File: config.mk
export PLATFORM = sky130hd
export DESIGN_NAME = crs_core_state
export DESIGN_NICKNAME = d
export VERILOG_FILES = /design/src/logic/crs_pkg.sv /design/src/logic/crs_stack_ptr.sv /design/src/logic/crs_reset_ctrl.sv /design/src/logic/crs_core_state.sv
export SDC_FILE = /design/constraint.sdc
export NUM_CORES = 1
export LEC_CHECK = 0
export BUFFER_PORTS_ARGS = -buffer_cell sky130_fd_sc_hd__buf_4
export CAP_MARGIN = 20
export CORE_AREA = 2 2 106 108
export CTS_CLUSTER_SIZE = 8
export DETAILED_ROUTE_END_ITERATION = 6
export DIE_AREA = 0 0 108 110
export HOLD_SLACK_MARGIN = 0.12
export PLACE_DENSITY = 0.84
export SYNTH_ARGS = -nofsm -noshare
export SYNTH_HDL_FRONTEND = slang
export SYNTH_HIERARCHICAL = 1
export SYNTH_SLANG_ARGS = --single-unit
export TNS_END_PERCENT = 50
File: constraint.sdc
create_clock -name clk_i -period 2.7 [get_ports clk_i]
set_input_delay 0.135 -clock clk_i [delete_from_list [all_inputs] [get_ports clk_i]]
set_output_delay 0.135 -clock clk_i [all_outputs]
set_load 0.05 [all_outputs]
File: src/logic/crs_pkg.sv
// package for the cpu core state and reset block
package crs_pkg;
  // condition flag bit positions
  localparam int unsigned FLAG_HALF_POS  = 4;
  localparam int unsigned FLAG_MASK_POS  = 3;
  localparam int unsigned FLAG_NEG_POS   = 2;
  localparam int unsigned FLAG_ZERO_POS  = 1;
  localparam int unsigned FLAG_CARRY_POS = 0;
  // fixed upper flag bits and reset value of the flag register
  localparam logic [2:0]  FLAG_FIXED_ONES = 3'h7;
  localparam logic [7:0]  FLAG_RESET_VAL  = 8'he8;
  // stack pointer layout
  localparam logic [15:0] STACK_RESET_VAL = 16'h017f;
  localparam logic [8:0]  STACK_FIXED_HI  = 9'h002;
  localparam logic [6:0]  STACK_TOP_FIELD = 7'h7f;
  localparam int unsigned STACK_FIELD_W   = 7;
  // stack bytes per context
  localparam logic [2:0]  CALL_FRAME_BYTES = 3'h2;
  localparam logic [2:0]  IRQ_FRAME_BYTES  = 3'h5;
  // reset vector address
  localparam logic [15:0] RESET_VEC_LO_ADDR = 16'hfffe;
  localparam logic [15:0] RESET_VEC_HI_ADDR = 16'hffff;
  // start-up delay in cpu clock cycles
  localparam int unsigned STARTUP_CYCLES = 4096;
  localparam int unsigned STARTUP_CNT_W  = 13;
  // state operations requested by the sequencer
  typedef enum logic [3:0] {
    CRS_OP_NONE,
    CRS_OP_ALU,        // load result to accumulator if alu_to_acc_i, update n z (h c optional)
    CRS_OP_LOAD_X,
    CRS_OP_LOAD_Y,
    CRS_OP_LOAD_SPL,   // ordinary load into stack pointer low byte
    CRS_OP_PUSH,       // push op_data_i
    CRS_OP_POP,        // pop one byte
    CRS_OP_IRQ_ENTRY,  // push five-byte context then mask
    CRS_OP_IRQ_RETURN, // pop five-byte context
    CRS_OP_SP_RESTORE,
    CRS_OP_MASK_SET,
    CRS_OP_MASK_CLEAR,
    CRS_OP_CARRY_SET,
    CRS_OP_CARRY_CLEAR,
    CRS_OP_JUMP
  } crs_op_t;
endpackage

File: src/logic/crs_stack_ptr.sv
// stack pointer with seven writable bits and silent wrap
`timescale 1ns/1ps
`default_nettype none
module crs_stack_ptr
  import crs_pkg::*;
(
  input  wire logic        clk_i,
  input  wire logic        srst_i,     // internal reset, held until vector fetch
  input  wire logic        dec_i,      // after each pushed byte
  input  wire logic        inc_i,      // before each popped byte
  input  wire logic        restore_i,  // restore op
  input  wire logic        load_i,     // ordinary load of low byte
  input  wire logic [7:0]  load_data_i,
  output logic      [15:0] sp_o,       // next free location
  output logic      [15:0] sp_pre_inc_o // address read by a pop
);
  logic [6:0] field_q; // only writable part
  logic [6:0] field_d;

  // next value of the writable field
  always_comb begin
    field_d = field_q;
    if (restore_i) begin
      field_d = STACK_TOP_FIELD; // RQ14
    end else if (load_i) begin
      field_d = load_data_i[6:0]; // RQ17
    end else if (dec_i) begin
      field_d = field_q - 7'h01; // RQ13 RQ15
    end else if (inc_i) begin
      field_d = field_q + 7'h01; // RQ13 RQ15
    end
  end

  // register the field
  always_ff @(posedge clk_i) begin
    if (srst_i) begin
      field_q <= STACK_TOP_FIELD; // RQ12
    end else begin
      field_q <= field_d;
    end
  end

  // upper nine bits forced by hardware
  assign sp_o         = {STACK_FIXED_HI, field_q}; // RQ12
  assign sp_pre_inc_o = {STACK_FIXED_HI, 7'(field_q + 7'h01)};
endmodule
`default_nettype wire

File: src/logic/crs_reset_ctrl.sv
// reset source merge, pin driver and start-up counter
`timescale 1ns/1ps
`default_nettype none
module crs_reset_ctrl
  import crs_pkg::*;
(
  input  wire logic clk_i,
  input  wire logic srst_i,
  input  wire logic osc_active_i,     // oscillator running, asynchronous
  input  wire logic low_supply_rst_i, // from low_supply_detector, asynchronous
  input  wire logic watchdog_rst_i,   // same clock
  input  wire logic reset_pin_n_i,    // sensed level of the reset pin
  output logic      reset_pin_n_o,    // always low when driven
  output logic      reset_pin_oe_o,   // high while pulling the pin low
  output logic      core_rst_o        // internal reset of the core
);
  logic [1:0] osc_sync_q;
  logic [1:0] lsd_sync_q;
  logic [1:0] pin_sync_q;
  logic [STARTUP_CNT_W-1:0] cnt_q;
  logic [STARTUP_CNT_W-1:0] cnt_d;
  logic any_src;

  // two-flop synchronisers for off-domain inputs
  always_ff @(posedge clk_i) begin
    if (srst_i) begin
      osc_sync_q <= 2'h0;
      lsd_sync_q <= 2'h3;
      pin_sync_q <= 2'h0;
    end else begin
      osc_sync_q <= {osc_sync_q[0], osc_active_i};
      lsd_sync_q <= {lsd_sync_q[0], low_supply_rst_i};
      pin_sync_q <= {pin_sync_q[0], reset_pin_n_i};
    end
  end

  // any of three sources restarts the procedure
  assign any_src = lsd_sync_q[1] | watchdog_rst_i | ~pin_sync_q[1]; // RQ20

  // start-up counter, counted only while oscillator active and sources released
  always_comb begin
    cnt_d = cnt_q;
    if (any_src || !osc_sync_q[1]) begin
      cnt_d = '0; // RQ24
    end else if (cnt_q != STARTUP_CNT_W'(STARTUP_CYCLES)) begin
      cnt_d = cnt_q + 1'b1; // RQ19
    end
  end

  always_ff @(posedge clk_i) begin
    if (srst_i) begin
      cnt_q <= '0;
    end else begin
      cnt_q <= cnt_d;
    end
  end

  // pin pulled low by supply and watchdog resets only; the pin itself
  // is filtered by the sync, so pulses under 1.5 cycles may be missed RQ22
  assign reset_pin_n_o  = 1'b0;
  assign reset_pin_oe_o = lsd_sync_q[1] | watchdog_rst_i; // RQ21
  assign core_rst_o     = srst_i | (cnt_q != STARTUP_CNT_W'(STARTUP_CYCLES)); // RQ24
endmodule
`default_nettype wire

File: src/logic/crs_core_state.sv
// architectural state of the 8-bit core with reset sequencing
// Behaviour
// [RQ1] 8-bit accumulator holds operands and results
// [RQ2] second index never saved on interrupts
// [RQ3] 16-bit program counter of two bytes
// [RQ4] flags 8 bits, top three read one
// [RQ5] half carry from bit 3 on adds
// [RQ6] mask set on entry, cleared by software
// [RQ7] masked requests stay pending until unmask
// [RQ8] unmask in handler services pending at once
// [RQ9] negative copies result bit seven
// [RQ10] zero set when result is zero
// [RQ11] carry from arithmetic, set, clear, shifts
// [RQ12] 16-bit stack pointer, seven writable bits
// [RQ13] decrement after push, increment before pop
// [RQ14] restore op reloads stack top value
// [RQ15] stack wraps silently both ways
// [RQ16] call two bytes, interrupt five, low first
// [RQ17] stack low byte loadable by load
// [RQ18] fetch reset vector from top addresses
// [RQ19] wait 4096 cycles after oscillator starts
// [RQ20] supply, watchdog, pin all start reset
// [RQ21] drive pin low on supply/watchdog reset
// [RQ22] external pulse low at least 1.5 cycles
// [RQ23] entry pushes pc, x, a, flags; return restores
// [RQ24] core held until sources free, count done
`timescale 1ns/1ps
`default_nettype none
module crs_core_state
  import crs_pkg::*;
(
  input  wire logic        clk_i,
  input  wire logic        srst_i,
  input  wire logic        osc_active_i,
  input  wire logic        low_supply_rst_i,
  input  wire logic        watchdog_rst_i,
  input  wire logic        reset_pin_n_i,
  output logic             reset_pin_n_o,
  output logic             reset_pin_oe_o,
  // operation from the sequencer
  input  wire crs_op_t     op_i,
  input  wire logic        op_valid_i,
  input  wire logic [7:0]  op_data_i,     // result, load value or push byte
  input  wire logic        alu_add_i,     // add or add-with-carry: update half carry
  input  wire logic        alu_half_i,    // carry out of bit 3
  input  wire logic        alu_carry_en_i,// op affects carry
  input  wire logic        alu_carry_i,
  input  wire logic        alu_to_acc_i,  // result written to accumulator
  input  wire logic [15:0] jump_addr_i,
  input  wire logic        flags_write_i, // pop into flags register
  // pending interrupt request and trap
  input  wire logic        irq_req_i,     // level from the interrupt controller
  input  wire logic        trap_i,
  // memory port for stack and vector
  output logic             mem_req_o,
  output logic             mem_we_o,
  output logic      [15:0] mem_addr_o,
  output logic      [7:0]  mem_wdata_o,
  input  wire logic [7:0]  mem_rdata_i,   // valid the cycle after mem_req_o
  // state outputs
  output logic      [7:0]  acc_o,
  output logic      [7:0]  x_o,
  output logic      [7:0]  y_o,
  output logic      [15:0] pc_o,
  output logic      [7:0]  flags_o,
  output logic      [15:0] sp_o,
  output logic             irq_take_o,    // service a pending request now
  output logic             busy_o,        // sequence in progress or reset
  output logic             core_rst_o
);
  typedef enum logic [2:0] {
    ST_RESET, ST_VEC_LO, ST_VEC_HI, ST_RUN, ST_PUSH_CTX, ST_POP_CTX, ST_POP_WAIT
  } crs_state_t;

  crs_state_t  state_q, state_d;
  logic [7:0]  acc_q, acc_d;
  logic [7:0]  x_q, x_d;
  logic [7:0]  y_q, y_d;
  logic [15:0] pc_q, pc_d;
  logic [4:0]  flg_q, flg_d;     // h i n z c
  logic [2:0]  ctr_q, ctr_d;     // context byte index
  logic [7:0]  byte_q, byte_d;   // captured low vector byte
  logic        sp_dec, sp_inc, sp_restore, sp_load;
  logic [15:0] sp_pre_inc;
  logic        core_rst;
  logic [7:0]  ctx_byte;

  // reset sources and start-up delay
  crs_reset_ctrl u_rst (
    .clk_i            (clk_i),
    .srst_i           (srst_i),
    .osc_active_i     (osc_active_i),
    .low_supply_rst_i (low_supply_rst_i),
    .watchdog_rst_i   (watchdog_rst_i),
    .reset_pin_n_i    (reset_pin_n_i),
    .reset_pin_n_o    (reset_pin_n_o),
    .reset_pin_oe_o   (reset_pin_oe_o),
    .core_rst_o       (core_rst)
  );

  // stack pointer
  crs_stack_ptr u_sp (
    .clk_i        (clk_i),
    .srst_i       (core_rst),
    .dec_i        (sp_dec),
    .inc_i        (sp_inc),
    .restore_i    (sp_restore),
    .load_i       (sp_load),
    .load_data_i  (op_data_i),
    .sp_o         (sp_o),
    .sp_pre_inc_o (sp_pre_inc)
  );

  // context order on the stack: pcl, pch, x, a, flags
  function automatic logic [7:0] ctx_sel(input logic [2:0] idx, input logic [15:0] pc,
                                         input logic [7:0] x, input logic [7:0] a,
                                         input logic [7:0] f);
    case (idx)
      3'h0:    ctx_sel = pc[7:0]; // RQ16
      3'h1:    ctx_sel = pc[15:8];
      3'h2:    ctx_sel = x;
      3'h3:    ctx_sel = a;
      default: ctx_sel = f;
    endcase
  endfunction

  assign flags_o  = {FLAG_FIXED_ONES, flg_q}; // RQ4
  // byte offered to the stack during entry
  assign ctx_byte = ctx_sel(ctr_q, pc_q, x_q, acc_q, flags_o);

  // next state and datapath
  always_comb begin
    state_d    = state_q;
    acc_d      = acc_q;
    x_d        = x_q;
    y_d        = y_q;
    pc_d       = pc_q;
    flg_d      = flg_q;
    ctr_d      = ctr_q;
    byte_d     = byte_q;
    sp_dec     = 1'b0;
    sp_inc     = 1'b0;
    sp_restore = 1'b0;
    sp_load    = 1'b0;
    mem_req_o  = 1'b0;
    mem_we_o   = 1'b0;
    mem_addr_o = sp_o;
    mem_wdata_o = ctx_byte;
    case (state_q)
      ST_RESET: begin
        // held here by core reset, leave for vector fetch
        mem_req_o  = 1'b1;
        mem_addr_o = RESET_VEC_LO_ADDR; // RQ18
        state_d    = ST_VEC_LO;
      end

      ST_VEC_LO: begin
        mem_req_o  = 1'b1;
        mem_addr_o = RESET_VEC_HI_ADDR;
        byte_d     = mem_rdata_i;
        state_d    = ST_VEC_HI;
      end

      ST_VEC_HI: begin
        // vector is high byte at top address
        pc_d    = {mem_rdata_i, byte_q}; // RQ18 RQ3
        state_d = ST_RUN;
      end

      ST_RUN: begin
        if (op_valid_i) begin
          case (op_i)
            CRS_OP_ALU: begin
              if (alu_to_acc_i) begin
                acc_d = op_data_i; // RQ1
              end
              flg_d[FLAG_NEG_POS]  = op_data_i[7]; // RQ9
              flg_d[FLAG_ZERO_POS] = (op_data_i == 8'h00); // RQ10
              if (alu_add_i) begin
                flg_d[FLAG_HALF_POS] = alu_half_i; // RQ5
              end
              if (alu_carry_en_i) begin
                flg_d[FLAG_CARRY_POS] = alu_carry_i; // RQ11
              end
            end

            // plain register loads
            CRS_OP_LOAD_X:      x_d = op_data_i;
            CRS_OP_LOAD_Y:      y_d = op_data_i;
            CRS_OP_LOAD_SPL:    sp_load = 1'b1; // RQ17
            CRS_OP_SP_RESTORE:  sp_restore = 1'b1; // RQ14

            CRS_OP_MASK_SET:    flg_d[FLAG_MASK_POS] = 1'b1; // RQ6
            CRS_OP_MASK_CLEAR:  flg_d[FLAG_MASK_POS] = 1'b0; // RQ6 RQ8
            CRS_OP_CARRY_SET:   flg_d[FLAG_CARRY_POS] = 1'b1; // RQ11
            CRS_OP_CARRY_CLEAR: flg_d[FLAG_CARRY_POS] = 1'b0; // RQ11

            CRS_OP_JUMP:        pc_d = jump_addr_i;

            CRS_OP_PUSH: begin
              // write then decrement
              mem_req_o   = 1'b1;
              mem_we_o    = 1'b1;
              mem_wdata_o = op_data_i;
              sp_dec      = 1'b1; // RQ13
            end

            CRS_OP_POP: begin
              // increment then read, byte lands on mem_rdata_i next cycle
              mem_req_o  = 1'b1;
              mem_addr_o = sp_pre_inc;
              sp_inc     = 1'b1; // RQ13
            end

            CRS_OP_IRQ_ENTRY: begin
              ctr_d   = 3'h0;
              state_d = ST_PUSH_CTX; // RQ23
            end

            CRS_OP_IRQ_RETURN: begin
              ctr_d   = IRQ_FRAME_BYTES - 3'h1;
              state_d = ST_POP_CTX; // RQ23
            end
            default: begin
              pc_d = pc_q;
            end
          endcase

          if (flags_write_i) begin
            flg_d = op_data_i[4:0];
          end
        end
      end

      ST_PUSH_CTX: begin
        // five bytes, low pc first at current sp; y is not part of it
        mem_req_o = 1'b1;
        mem_we_o  = 1'b1;
        sp_dec    = 1'b1; // RQ16 RQ2
        ctr_d     = ctr_q + 3'h1;
        if (ctr_q == IRQ_FRAME_BYTES - 3'h1) begin
          flg_d[FLAG_MASK_POS] = 1'b1; // RQ6 RQ23
          state_d = ST_RUN;
        end
      end

      ST_POP_CTX: begin
        // pop in reverse: flags, a, x, pch, pcl
        mem_req_o  = 1'b1;
        mem_addr_o = sp_pre_inc;
        sp_inc     = 1'b1;
        state_d    = ST_POP_WAIT;
      end

      ST_POP_WAIT: begin
        case (ctr_q)
          3'h4:    flg_d = mem_rdata_i[4:0]; // RQ23 RQ6
          3'h3:    acc_d = mem_rdata_i;
          3'h2:    x_d = mem_rdata_i;
          3'h1:    pc_d[15:8] = mem_rdata_i;
          default: pc_d[7:0] = mem_rdata_i;
        endcase
        ctr_d   = ctr_q - 3'h1;
        state_d = (ctr_q == 3'h0) ? ST_RUN : ST_POP_CTX;
      end

      default: state_d = ST_RESET;
    endcase
  end

  // register all state; flags undefined at reset taken as zero except mask
  always_ff @(posedge clk_i) begin
    if (core_rst) begin
      state_q <= ST_RESET; // RQ24
      acc_q   <= 8'h00;
      x_q     <= 8'h00;
      y_q     <= 8'h00;
      pc_q    <= 16'h0000;
      flg_q   <= FLAG_RESET_VAL[4:0]; // RQ4
      ctr_q   <= 3'h0;
      byte_q  <= 8'h00;

    end else begin
      state_q <= state_d;
      acc_q   <= acc_d;
      x_q     <= x_d;
      y_q     <= y_d;
      pc_q    <= pc_d;
      flg_q   <= flg_d;
      ctr_q   <= ctr_d;
      byte_q  <= byte_d;
    end
  end

  // requests wait while masked; trap ignores the mask
  assign irq_take_o = (state_q == ST_RUN) & (trap_i | (irq_req_i & ~flg_q[FLAG_MASK_POS])); // RQ7 RQ8 RQ6

  // busy also covers the vector fetch after reset
  assign busy_o     = (state_q != ST_RUN);
  assign acc_o      = acc_q;
  assign x_o        = x_q;
  assign y_o        = y_q;
  assign pc_o       = pc_q;
  assign core_rst_o = core_rst;
endmodule
`default_nettype wire

# Yosys cells after proc, flatten, opt, wreduce, memory -nomap -nowiden
# Cells that the tools add are included.
# Widths: inputs -> output; s select.
dict set report op_classes {
  n_addsub 5
  n_bitwise 8
  n_mux 60
  n_reduce_logical 25
  eq_ne 43
}
# operator n
set op_table {}
lappend op_table {{$mux 8} 12}
lappend op_table {{$pmux 16 s4} 1}
lappend op_table {{$pmux 16 s3} 1}
lappend op_table {{$mux 7} 5}
lappend op_table {{$mux 16} 2}
lappend op_table {{$pmux 8 s2} 2}
lappend op_table {{$pmux 8 s4} 1}
lappend op_table {{$eq 4x4->1 const B} 7}
lappend op_table {{$pmux 3 s7} 1}
lappend op_table {{$reduce_and 5->1} 4}
lappend op_table {{$pmux 3 s2} 3}
lappend op_table {{$eq 4x3->1 const B} 4}
lappend op_table {{$mux 1} 16}
lappend op_table {{$reduce_and 4->1} 4}
lappend op_table {{$mux 5} 3}
lappend op_table {{$add 13x1->13 const B} 1}
lappend op_table {{$ne 13x13->1 const B} 1}
lappend op_table {{$eq 3x2->1 const B} 4}
lappend op_table {{$eq 3x3->1 const B} 4}
lappend op_table {{$mux 3} 4}
lappend op_table {{$ne 2x1->1 const B} 6}
lappend op_table {{$ne 2x2->1 const B} 5}
lappend op_table {{$pmux 1 s2} 5}
lappend op_table {{$pmux 3 s3} 1}
lappend op_table {{27 further kinds} 44}
dict set report word_totals {
  wordCells 158
  in_bits 51
  out_inout_bits 95
  regBits 85
}

# Logic depth before layout (Yosys ltp)
# Gate-level depths: netlist of run 1.
dict set report depth {
  depth_word 7
  ltp_mapped 10
  ltp_nobuf 8
}

# By module
# The synthesis of run 1 kept the hierarchy.
# mod n_inst area_per_inst_um2 seq_area_each_um2 cells_each
set modules_own_cells {}
lappend modules_own_cells {crs_core_state 1 3698.5 1181.1 441}
lappend modules_own_cells {crs_reset_ctrl 1 857.1 380.4 94}
lappend modules_own_cells {crs_stack_ptr 1 738.2 140.1 98}

# Worst setup path after synthesis of run 1
# No wires, ideal clock.
dict set report synth_timing {
  kind {flip-flop to flip-flop}
  start {register state_q[1]}
  end {register u_sp.field_q[6]}
  required_time_ps 2580
  setup_time_ps 120
  path_buffers 3
  stages_incl_launch_ff 9
  setup_slack_ps -537
  arrival_ps 3117
  synth_period_minus_slack_ps 3237
  cell_sequence {dfxtp_1 > buf_2 > buf_2 > clkbuf_1 > o21ai_0 > or3b_1 > a41oi_1 > or3_1 > o31a_1}
}
dict set report synth_between {
  elab_chain_len 4
  elab_cells_between_ends 11
  cone_classes {eq/ne (3); mux (6); reduce/logical (2)}
}
# element line_no
set synth_rtl {}
lappend synth_rtl {{from (decl)} crs_core_state.sv:75} ;# crs_state_t state_q, state_d;
lappend synth_rtl {{from (signal assigned)} crs_core_state.sv:284} ;# state_q <= state_d;
lappend synth_rtl {{$eq 3x3->1 or $eq 3x2->1 (tied branches)} n/a}
lappend synth_rtl {{$pmux 1 s2 *} n/a}
lappend synth_rtl {{net mem_we_o} crs_core_state.sv:56} ;# output logic mem_we_o,
lappend synth_rtl {{$mux 7} crs_stack_ptr.sv:27} ;# end else if (dec_i) begin
lappend synth_rtl {{$mux 7} crs_stack_ptr.sv:25} ;# end else if (load_i) begin
lappend synth_rtl {{to (signal assigned)} crs_stack_ptr.sv:39} ;# field_q <= field_d;
lappend synth_rtl {{to (decl)} crs_stack_ptr.sv:17} ;# logic [6:0] field_q;
# The timed path passes the listed nets; every way through them passes the cells marked *.
# A chain may end at the register's enable or synchronous reset.

# Worst setup path after layout of run 1
dict set report layout_timing {
  start {register u_rst.cnt_q[0]}
  end {output core_rst_o}
}
dict set report layout_between {
  elab_chain_len 2
}
# element line_no
set layout_rtl {}
lappend layout_rtl {{from (decl)} crs_reset_ctrl.sv:20} ;# logic [STARTUP_CNT_W-1:0] cnt_q;
lappend layout_rtl {{from (signal assigned)} crs_reset_ctrl.sv:54} ;# cnt_q <= cnt_d;
lappend layout_rtl {{$ne 13x13->1} crs_reset_ctrl.sv:62} ;# assign core_rst_o = srst_i | (cnt_q != STARTUP_CNT_W'(STARTUP_CYCLES));
lappend layout_rtl {{$or 1x1->1} crs_reset_ctrl.sv:62}
lappend layout_rtl {{to (decl)} crs_core_state.sv:69} ;# output logic core_rst_o
# No other way between the ends.

==> flow_summary.json, run 1 <==
{
  "status": "finished clean",
  "synth.ff_latch_count": 85,
  "synth_largest_area_cell": "sky130_fd_sc_hd__dfxtp_1",
  "yosys_warnings": 6,
  "total_negative_setup_slack_ps": 0,
  "synth_sequential_area_ratio_pct": 32.14,
  "drc": 0,
  "worst_hold_path_type": "in2reg",
  "route.vias.total": 5621,
  "maxCapViolations": 0,
  "async_reset_ff_share_pct": 0,
  "floorplan.die_area_sq_um": 11880,
  "cp_cell_sequence": "inv_1 -> ha_1 -> or4b_1 -> or4_4 -> buf_8 -> buf_4",
  "cts_tree": "yes",
  "grt_pass1_wl_mm": 25.63,
  "power_density_over_the_cells_nw_per_um2": 355.1,
  "finish.cell_count_without_fillers": 915,
  "num_io_pins": 146,
  "timing.critical_path.slowest_cell_delay_ps": 510,
  "grt_overflow": 0,
  "count_of_distinct_cell_types_in_the_synthesized_netlist": 77,
  "synthMostInstantiatedCell": "sky130_fd_sc_hd__dfxtp_1",
  "core_area_sq_um": 10700,
  "fin_hold_ws_ps": 145.0,
  "setup.worst_path.start_class": "register",
  "dpl.cell_count": 876,
  "final_period_minus_worst_setup_slack_ps": 2578,
  "pre_cts_slack_ps": 325.4,
  "timing_worst_setup_path_type": "reg2out",
  "avgSynthCellArea_sq_um": 8.363,
  "grt_setup_unrepaired": "false",
  "critical_path_arrival_ps": 2440,
  "worst_setup_path_end_kind": "output port",
  "via_density_per_instance": 6.143,
  "report.final.setup_viol": 0,
  "multi_input_comb_area_sq_um": 3154,
  "clk_pin_slew_ps": 80,
  "power_leakage_uw": 0.002679,
  "dr_pass1_iterations": 6,
  "post_detailed_route_wirelength_per_cell_um": 18.42,
  "drt_wl_total_mm": 16.86,
  "final_layout_size_suffix_gt1_share_pct": 25.29,
  "synth_common_cells": "sky130_fd_sc_hd__dfxtp_1, sky130_fd_sc_hd__a21oi_1, sky130_fd_sc_hd__nand2_1, sky130_fd_sc_hd__nor2_1, sky130_fd_sc_hd__buf_4",
  "rows": 38,
  "cts-htree-levels": 3,
  "hold_path_depth": 4,
  "timing.slew.headroom_pct": 45.73,
  "synth_top_cell_area_share_pct": 32.14,
  "clk-insertion-delay-late_ps": 370,
  "post-cts-setup-buffer-count": 0,
  "syn-cell-area_sq_um": 5294,
  "first_global_vias": 5149,
  "cell_count_of_the_worst_reg_to_reg_path": 8,
  "final.setup_skew_ps": 18.83,
  "antenna_cells": 0,
  "globalplace.congestion": 0.9689,
  "initial_utilization_pct": 49.49,
  "endpoints_failing_hold": 0,
  "design_power_total_uw": 2385,
  "synth.area.top_cells": "sky130_fd_sc_hd__dfxtp_1, sky130_fd_sc_hd__a21oi_1, sky130_fd_sc_hd__buf_4, sky130_fd_sc_hd__a211oi_1, sky130_fd_sc_hd__mux2i_1",
  "post_synth_inst_count": 633,
  "critical_path.max_fanout": 60,
  "clock_sink_count": 85,
  "max_freq_mhz": 387.9,
  "number_of_nets_in_the_layout": 831,
  "final_min_period_over_clock_period_pct": 95.48,
  "die_h_um": 110,
  "detail-route-antenna-nets": 0,
  "seq_area_sq_um": 1702,
  "die_span_in_x_um": 108,
  "tritoncts.num_buffers": 9,
  "global_route.usage.total_pct": 27.36,
  "area_delta_synth_final_pct": 26.87,
  "drtIter0Drc": 721,
  "final_max_slew_viol_count": 0,
  "clk_path_buf_depth": 2,
  "finalWorstSetupSlack_ps": 121.9,
  "grt_antenna_before_repair": 0,
  "irDropWorstVdd_v": 0.0003641,
  "numPortBuffers": 132,
  "clock_tree.root_cell": "sky130_fd_sc_hd__clkbuf_8",
  "timing.critical_path.required_ps": 2570,
  "synth-edff-count": 0,
  "detailedPlacementHpwl_mm": 12.36,
  "dominantRegCellSynth": "sky130_fd_sc_hd__dfxtp_1",
  "cpMaxStageDelayCell": "sky130_fd_sc_hd__or4b_1",
  "grt_max_degree": 61,
  "fillers": 897,
  "tightestPinTransition_ps": 802.7
}
-- power by group --
group	total [uW]	internal, uW	switching [uW]
Sequential	1260	1260	1.44
Combinational	211	91.3	120
Clock	916	430	485
-- metrics by stage --
| step | util (%) | instance area, sq um |
|---|---|---|
| final | 62.78 | 6716 |
| after global routing | 62.78 | 6716 |
| after CTS | 62.75 | 6713 |
| after detailed placement | 58.71 | 6281 |
| after global placement | 58.71 | 6281 |
| after floorplan | - | 5365 |
-- per-layer routing --
layer | vias to the layer above | GRT usage, % | wire length, um | part of all wire [%]
li1 | 2592 | - | - | -
met4 | 0 | 9.066 | 406 | 2.4
met1 | 2637 | 35.64 | 6737 | 40
met5 | - | 0 | 0 | 0
met3 | 35 | 6.173 | 1742 | 10
met2 | 357 | 45.06 | 7971 | 47
-- worst max-delay path, delay by kind of cell (launching register included) --
kind	cells	cell delay [ps]
and+or+nand+nor	2	970
buffers and inverters	3	550
DFF	1	370
adders and majority gates	1	170
-- cell type report --
cell class                 count  share of cell area, %
multi-input combinational    470                  46.96
sequential                    85                  25.34
timing repair buffer         175                  20.53
tap                          140                  2.608
clock buffer                   9                  1.844
inverter                      29                  1.621
clock inverter                 7                  1.099
-- registers in the layout (all words and copies together), names as in the netlist, 3 cells and up --
register / cells
pc_o: 16
u_rst/cnt_q: 13
acc_o: 8
byte_q: 8
x_o: 8
y_o: 8
u_sp/field_q: 7
flg_q: 5
ctr_q: 3
state_q: 3
-- cells in the final DEF, fill, tap and decap left out, types with 6 or more instances in the layout --
| cell type | n |
|---|---|
| sky130_fd_sc_hd__dlygate4sd3_1 | 23 |
| sky130_fd_sc_hd__mux2_2 | 8 |
| sky130_fd_sc_hd__conb_1 | 22 |
| sky130_fd_sc_hd__dfxtp_1 | 85 |
| sky130_fd_sc_hd__o21ai_0 | 19 |
| sky130_fd_sc_hd__inv_1 | 29 |
| sky130_fd_sc_hd__buf_4 | 151 |
| sky130_fd_sc_hd__mux2i_1 | 20 |
| sky130_fd_sc_hd__nand3_1 | 17 |
| sky130_fd_sc_hd__nor2b_1 | 11 |
| sky130_fd_sc_hd__ha_1 | 10 |
| sky130_fd_sc_hd__a21oi_1 | 53 |
| sky130_fd_sc_hd__a22oi_1 | 17 |
| sky130_fd_sc_hd__or3_1 | 6 |
| sky130_fd_sc_hd__xnor2_1 | 9 |
| sky130_fd_sc_hd__nand2_1 | 51 |
| sky130_fd_sc_hd__clkbuf_8 | 9 |
| sky130_fd_sc_hd__a211oi_1 | 29 |
| sky130_fd_sc_hd__nor2_1 | 42 |
| sky130_fd_sc_hd__a221o_1 | 16 |
| sky130_fd_sc_hd__o211ai_1 | 7 |
| sky130_fd_sc_hd__nand2b_1 | 8 |
| sky130_fd_sc_hd__a311oi_1 | 15 |
-- worst paths after layout --
kind | start | endpoint | slack (ps)
max | u_rst/cnt_q[0] | core_rst_o | 120
min | watchdog_rst_i | u_rst/cnt_q[11] | 140
max reg2reg | u_rst/cnt_q[0] | u_sp/field_q[6] | 270
min reg2reg | u_rst/lsd_sync_q[0] | u_rst/lsd_sync_q[1] | 420
-- cells by family after synthesis --
| group | count (synthesis) | share of synthesized area, % |
|---|---|---|
| AOI/OAI and AO/OA | 201 | 27.42 |
| adders and majority gates | 10 | 2.364 |
| muxes | 28 | 5.483 |
| and+or+nand+nor | 196 | 20.54 |
| buffers and inverters | 96 | 9.619 |
| DFF | 85 | 32.14 |
| xor gates and xnor gates | 13 | 2.151 |
| other | 4 | 0.2835 |
-- what timing repair did --
action	4_1_cts	5_1_grt
setup endpoints to repair	1	1
hold endpoints to repair	26	0
hold buffers	23	0
resized for setup	1	2
(Power assumes the default switching activity.)
==> run 2: changes to the inputs <==
CORE_AREA = 2 2 103 105   (was 2 2 106 108)
DIE_AREA = 0 0 105 107   (was 0 0 108 110)
PLACE_DENSITY = 0.88   (was 0.84)
==> flow_summary.json, run 2 (synthesis gave the netlist of run 1 again) <==
{
  "floorplan.die_area_sq_um": 11240,
  "route.vias.total": 5668,
  "grt_setup_unrepaired": "false",
  "clk_pin_slew_ps": 90,
  "dr_pass1_iterations": 7,
  "initial_utilization_pct": 52.45,
  "first_global_vias": 5280,
  "cts_tree": "yes",
  "timing_worst_setup_path_type": "reg2out",
  "drt_wl_total_mm": 16.77,
  "tritoncts.num_buffers": 9,
  "detailedPlacementHpwl_mm": 12.09,
  "area_delta_synth_final_pct": 26.28,
  "final_period_minus_worst_setup_slack_ps": 2604,
  "timing.rr.start": "u_rst/cnt_q[0]",
  "clock_tree.root_cell": "sky130_fd_sc_hd__clkbuf_8",
  "detail-route-antenna-nets": 0,
  "cell_count_of_the_worst_reg_to_reg_path": 8,
  "clk_path_buf_depth": 2,
  "num_io_pins": 146,
  "setup.worst_path.start_class": "register",
  "largest_register_ffs": 16,
  "clk-insertion-delay-late_ps": 360,
  "timing.critical_path.required_ps": 2570,
  "drtIter0Drc": 674,
  "final_min_period_over_clock_period_pct": 96.43,
  "mostFrequentLayoutCells": "sky130_fd_sc_hd__buf_4, sky130_fd_sc_hd__dfxtp_1, sky130_fd_sc_hd__a21oi_1",
  "ff2ff_setup_slack_ps": 290,
  "fin_hold_ws_ps": 164.6,
  "die_span_in_x_um": 105,
  "die_h_um": 107,
  "final_layout_size_suffix_gt1_share_pct": 25.32,
  "total_negative_setup_slack_ps": 0,
  "hold_path_depth": 4,
  "antenna_cells": 0,
  "numPortBuffers": 132,
  "maxCapViolations": 0,
  "violations": "DRC",
  "core_area_sq_um": 10090,
  "global_route.usage.total_pct": 29.09,
  "timing.slew.headroom_pct": 44.92,
  "report.final.setup_viol": 0,
  "grt_overflow": 0,
  "via_density_per_instance": 6.229,
  "endpoints_failing_hold": 0,
  "hold_path.startpoint": "watchdog_rst_i",
  "tightestPinTransition_ps": 814.7,
  "max_freq_mhz": 384.1,
  "critical_path.reg2reg.endpoint": "u_sp/field_q[6]",
  "cts-htree-levels": 3,
  "grt_pass1_wl_mm": 26.52,
  "worst_hold_path_type": "in2reg",
  "grt_antenna_before_repair": 0,
  "final_max_slew_viol_count": 0,
  "worst_setup_path_end_kind": "output port",
  "worst_hold_end": "u_rst/cnt_q[12]",
  "rows": 37,
  "critical_path_arrival_ps": 2470,
  "number_of_nets_in_the_layout": 830,
  "power_leakage_uw": 0.002668,
  "irDropWorstVdd_v": 0.0003237,
  "post_detailed_route_wirelength_per_cell_um": 18.43,
  "layout.cells.most_common": "sky130_fd_sc_hd__buf_4",
  "power_density_over_the_cells_nw_per_um2": 348.4,
  "final.setup_skew_ps": 20.07,
  "clock_sink_count": 85,
  "drc": 1,
  "globalplace.congestion": 0.9869,
  "critical_path.max_fanout": 60,
  "grt_max_degree": 61,
  "status": "finished, violations left"
}
## run 2: per-stage QoR
stage | cells | utilization, % | setup slack [ps] | total power, uW | area [sq um]
floorplan | 651 | - | 120.6 | 1400 | 5365
global placement | 871 | 62.11 | 440.7 | 1463 | 6269
finish | 910 | 66.24 | 96.41 | 2329 | 6685
detailed placement | 871 | 62.11 | 322.0 | 1466 | 6269
global route | 910 | 66.24 | 0.7003 | 2396 | 6685
CTS | 910 | 66.22 | 83.99 | 2325 | 6683
## run 2: worst max path at each step
stage / from / endpoint / slack (ps) / cells after the start
2_1_floorplan: u_rst/cnt_q[0] / u_sp/field_q[6] / 120 / 8
3_3_place_gp: u_rst/cnt_q[0] / u_sp/field_q[6] / 440 / 8
3_5_place_dp: u_rst/cnt_q[0] / u_sp/field_q[6] / 320 / 8
4_1_cts: u_rst/cnt_q[0] / core_rst_o / 80 / 6
5_1_grt: u_rst/cnt_q[0] / core_rst_o / 0.7 / 6
6_report: u_rst/cnt_q[0] / core_rst_o / 100 / 6
## run 2: routing by layer
metal	track usage (%)	vias to the layer above	wire, um
li1	-	2587	-
met1	36.49	2668	6527
met2	49.91	358	8111
met3	6.018	55	1740
met4	9.524	0	391
met5	0	-	0
## run 2: report_power, final
group | switching [uW] | internal (uW)
Sequential | 1.64 | 1260
Combinational | 123 | 91.3
Clock | 511 | 346
## run 2: timing repair
action                     in CTS  in global routing
gates cloned                    0                  0
setup endpoints to repair       1                  6
gates resized for setup         1                  1
hold buffers                   23                  0
setup buffers                   0                  0
hold endpoints to repair       26                  0
## run 2: final cells by class
class / count / area [sq um]
Sequential cell: 85 / 1702
Inverter: 29 / 108.9
Clock buffer: 9 / 123.9
Tap cell: 136 / 170.2
Clock inverter: 7 / 56.30
Multi-Input combinational cell: 470 / 3157
Timing Repair Buffer: 174 / 1368
Fill cell: 836 / 3407
## run 2: worst max-delay path, stage by stage (launching register included)
cell and delay (ps):
sky130_fd_sc_hd__dfxtp_1 360, sky130_fd_sc_hd__inv_1 90, sky130_fd_sc_hd__ha_1 170, sky130_fd_sc_hd__or4b_1 520
sky130_fd_sc_hd__or4_4 450, sky130_fd_sc_hd__buf_6 250, sky130_fd_sc_hd__buf_4 250
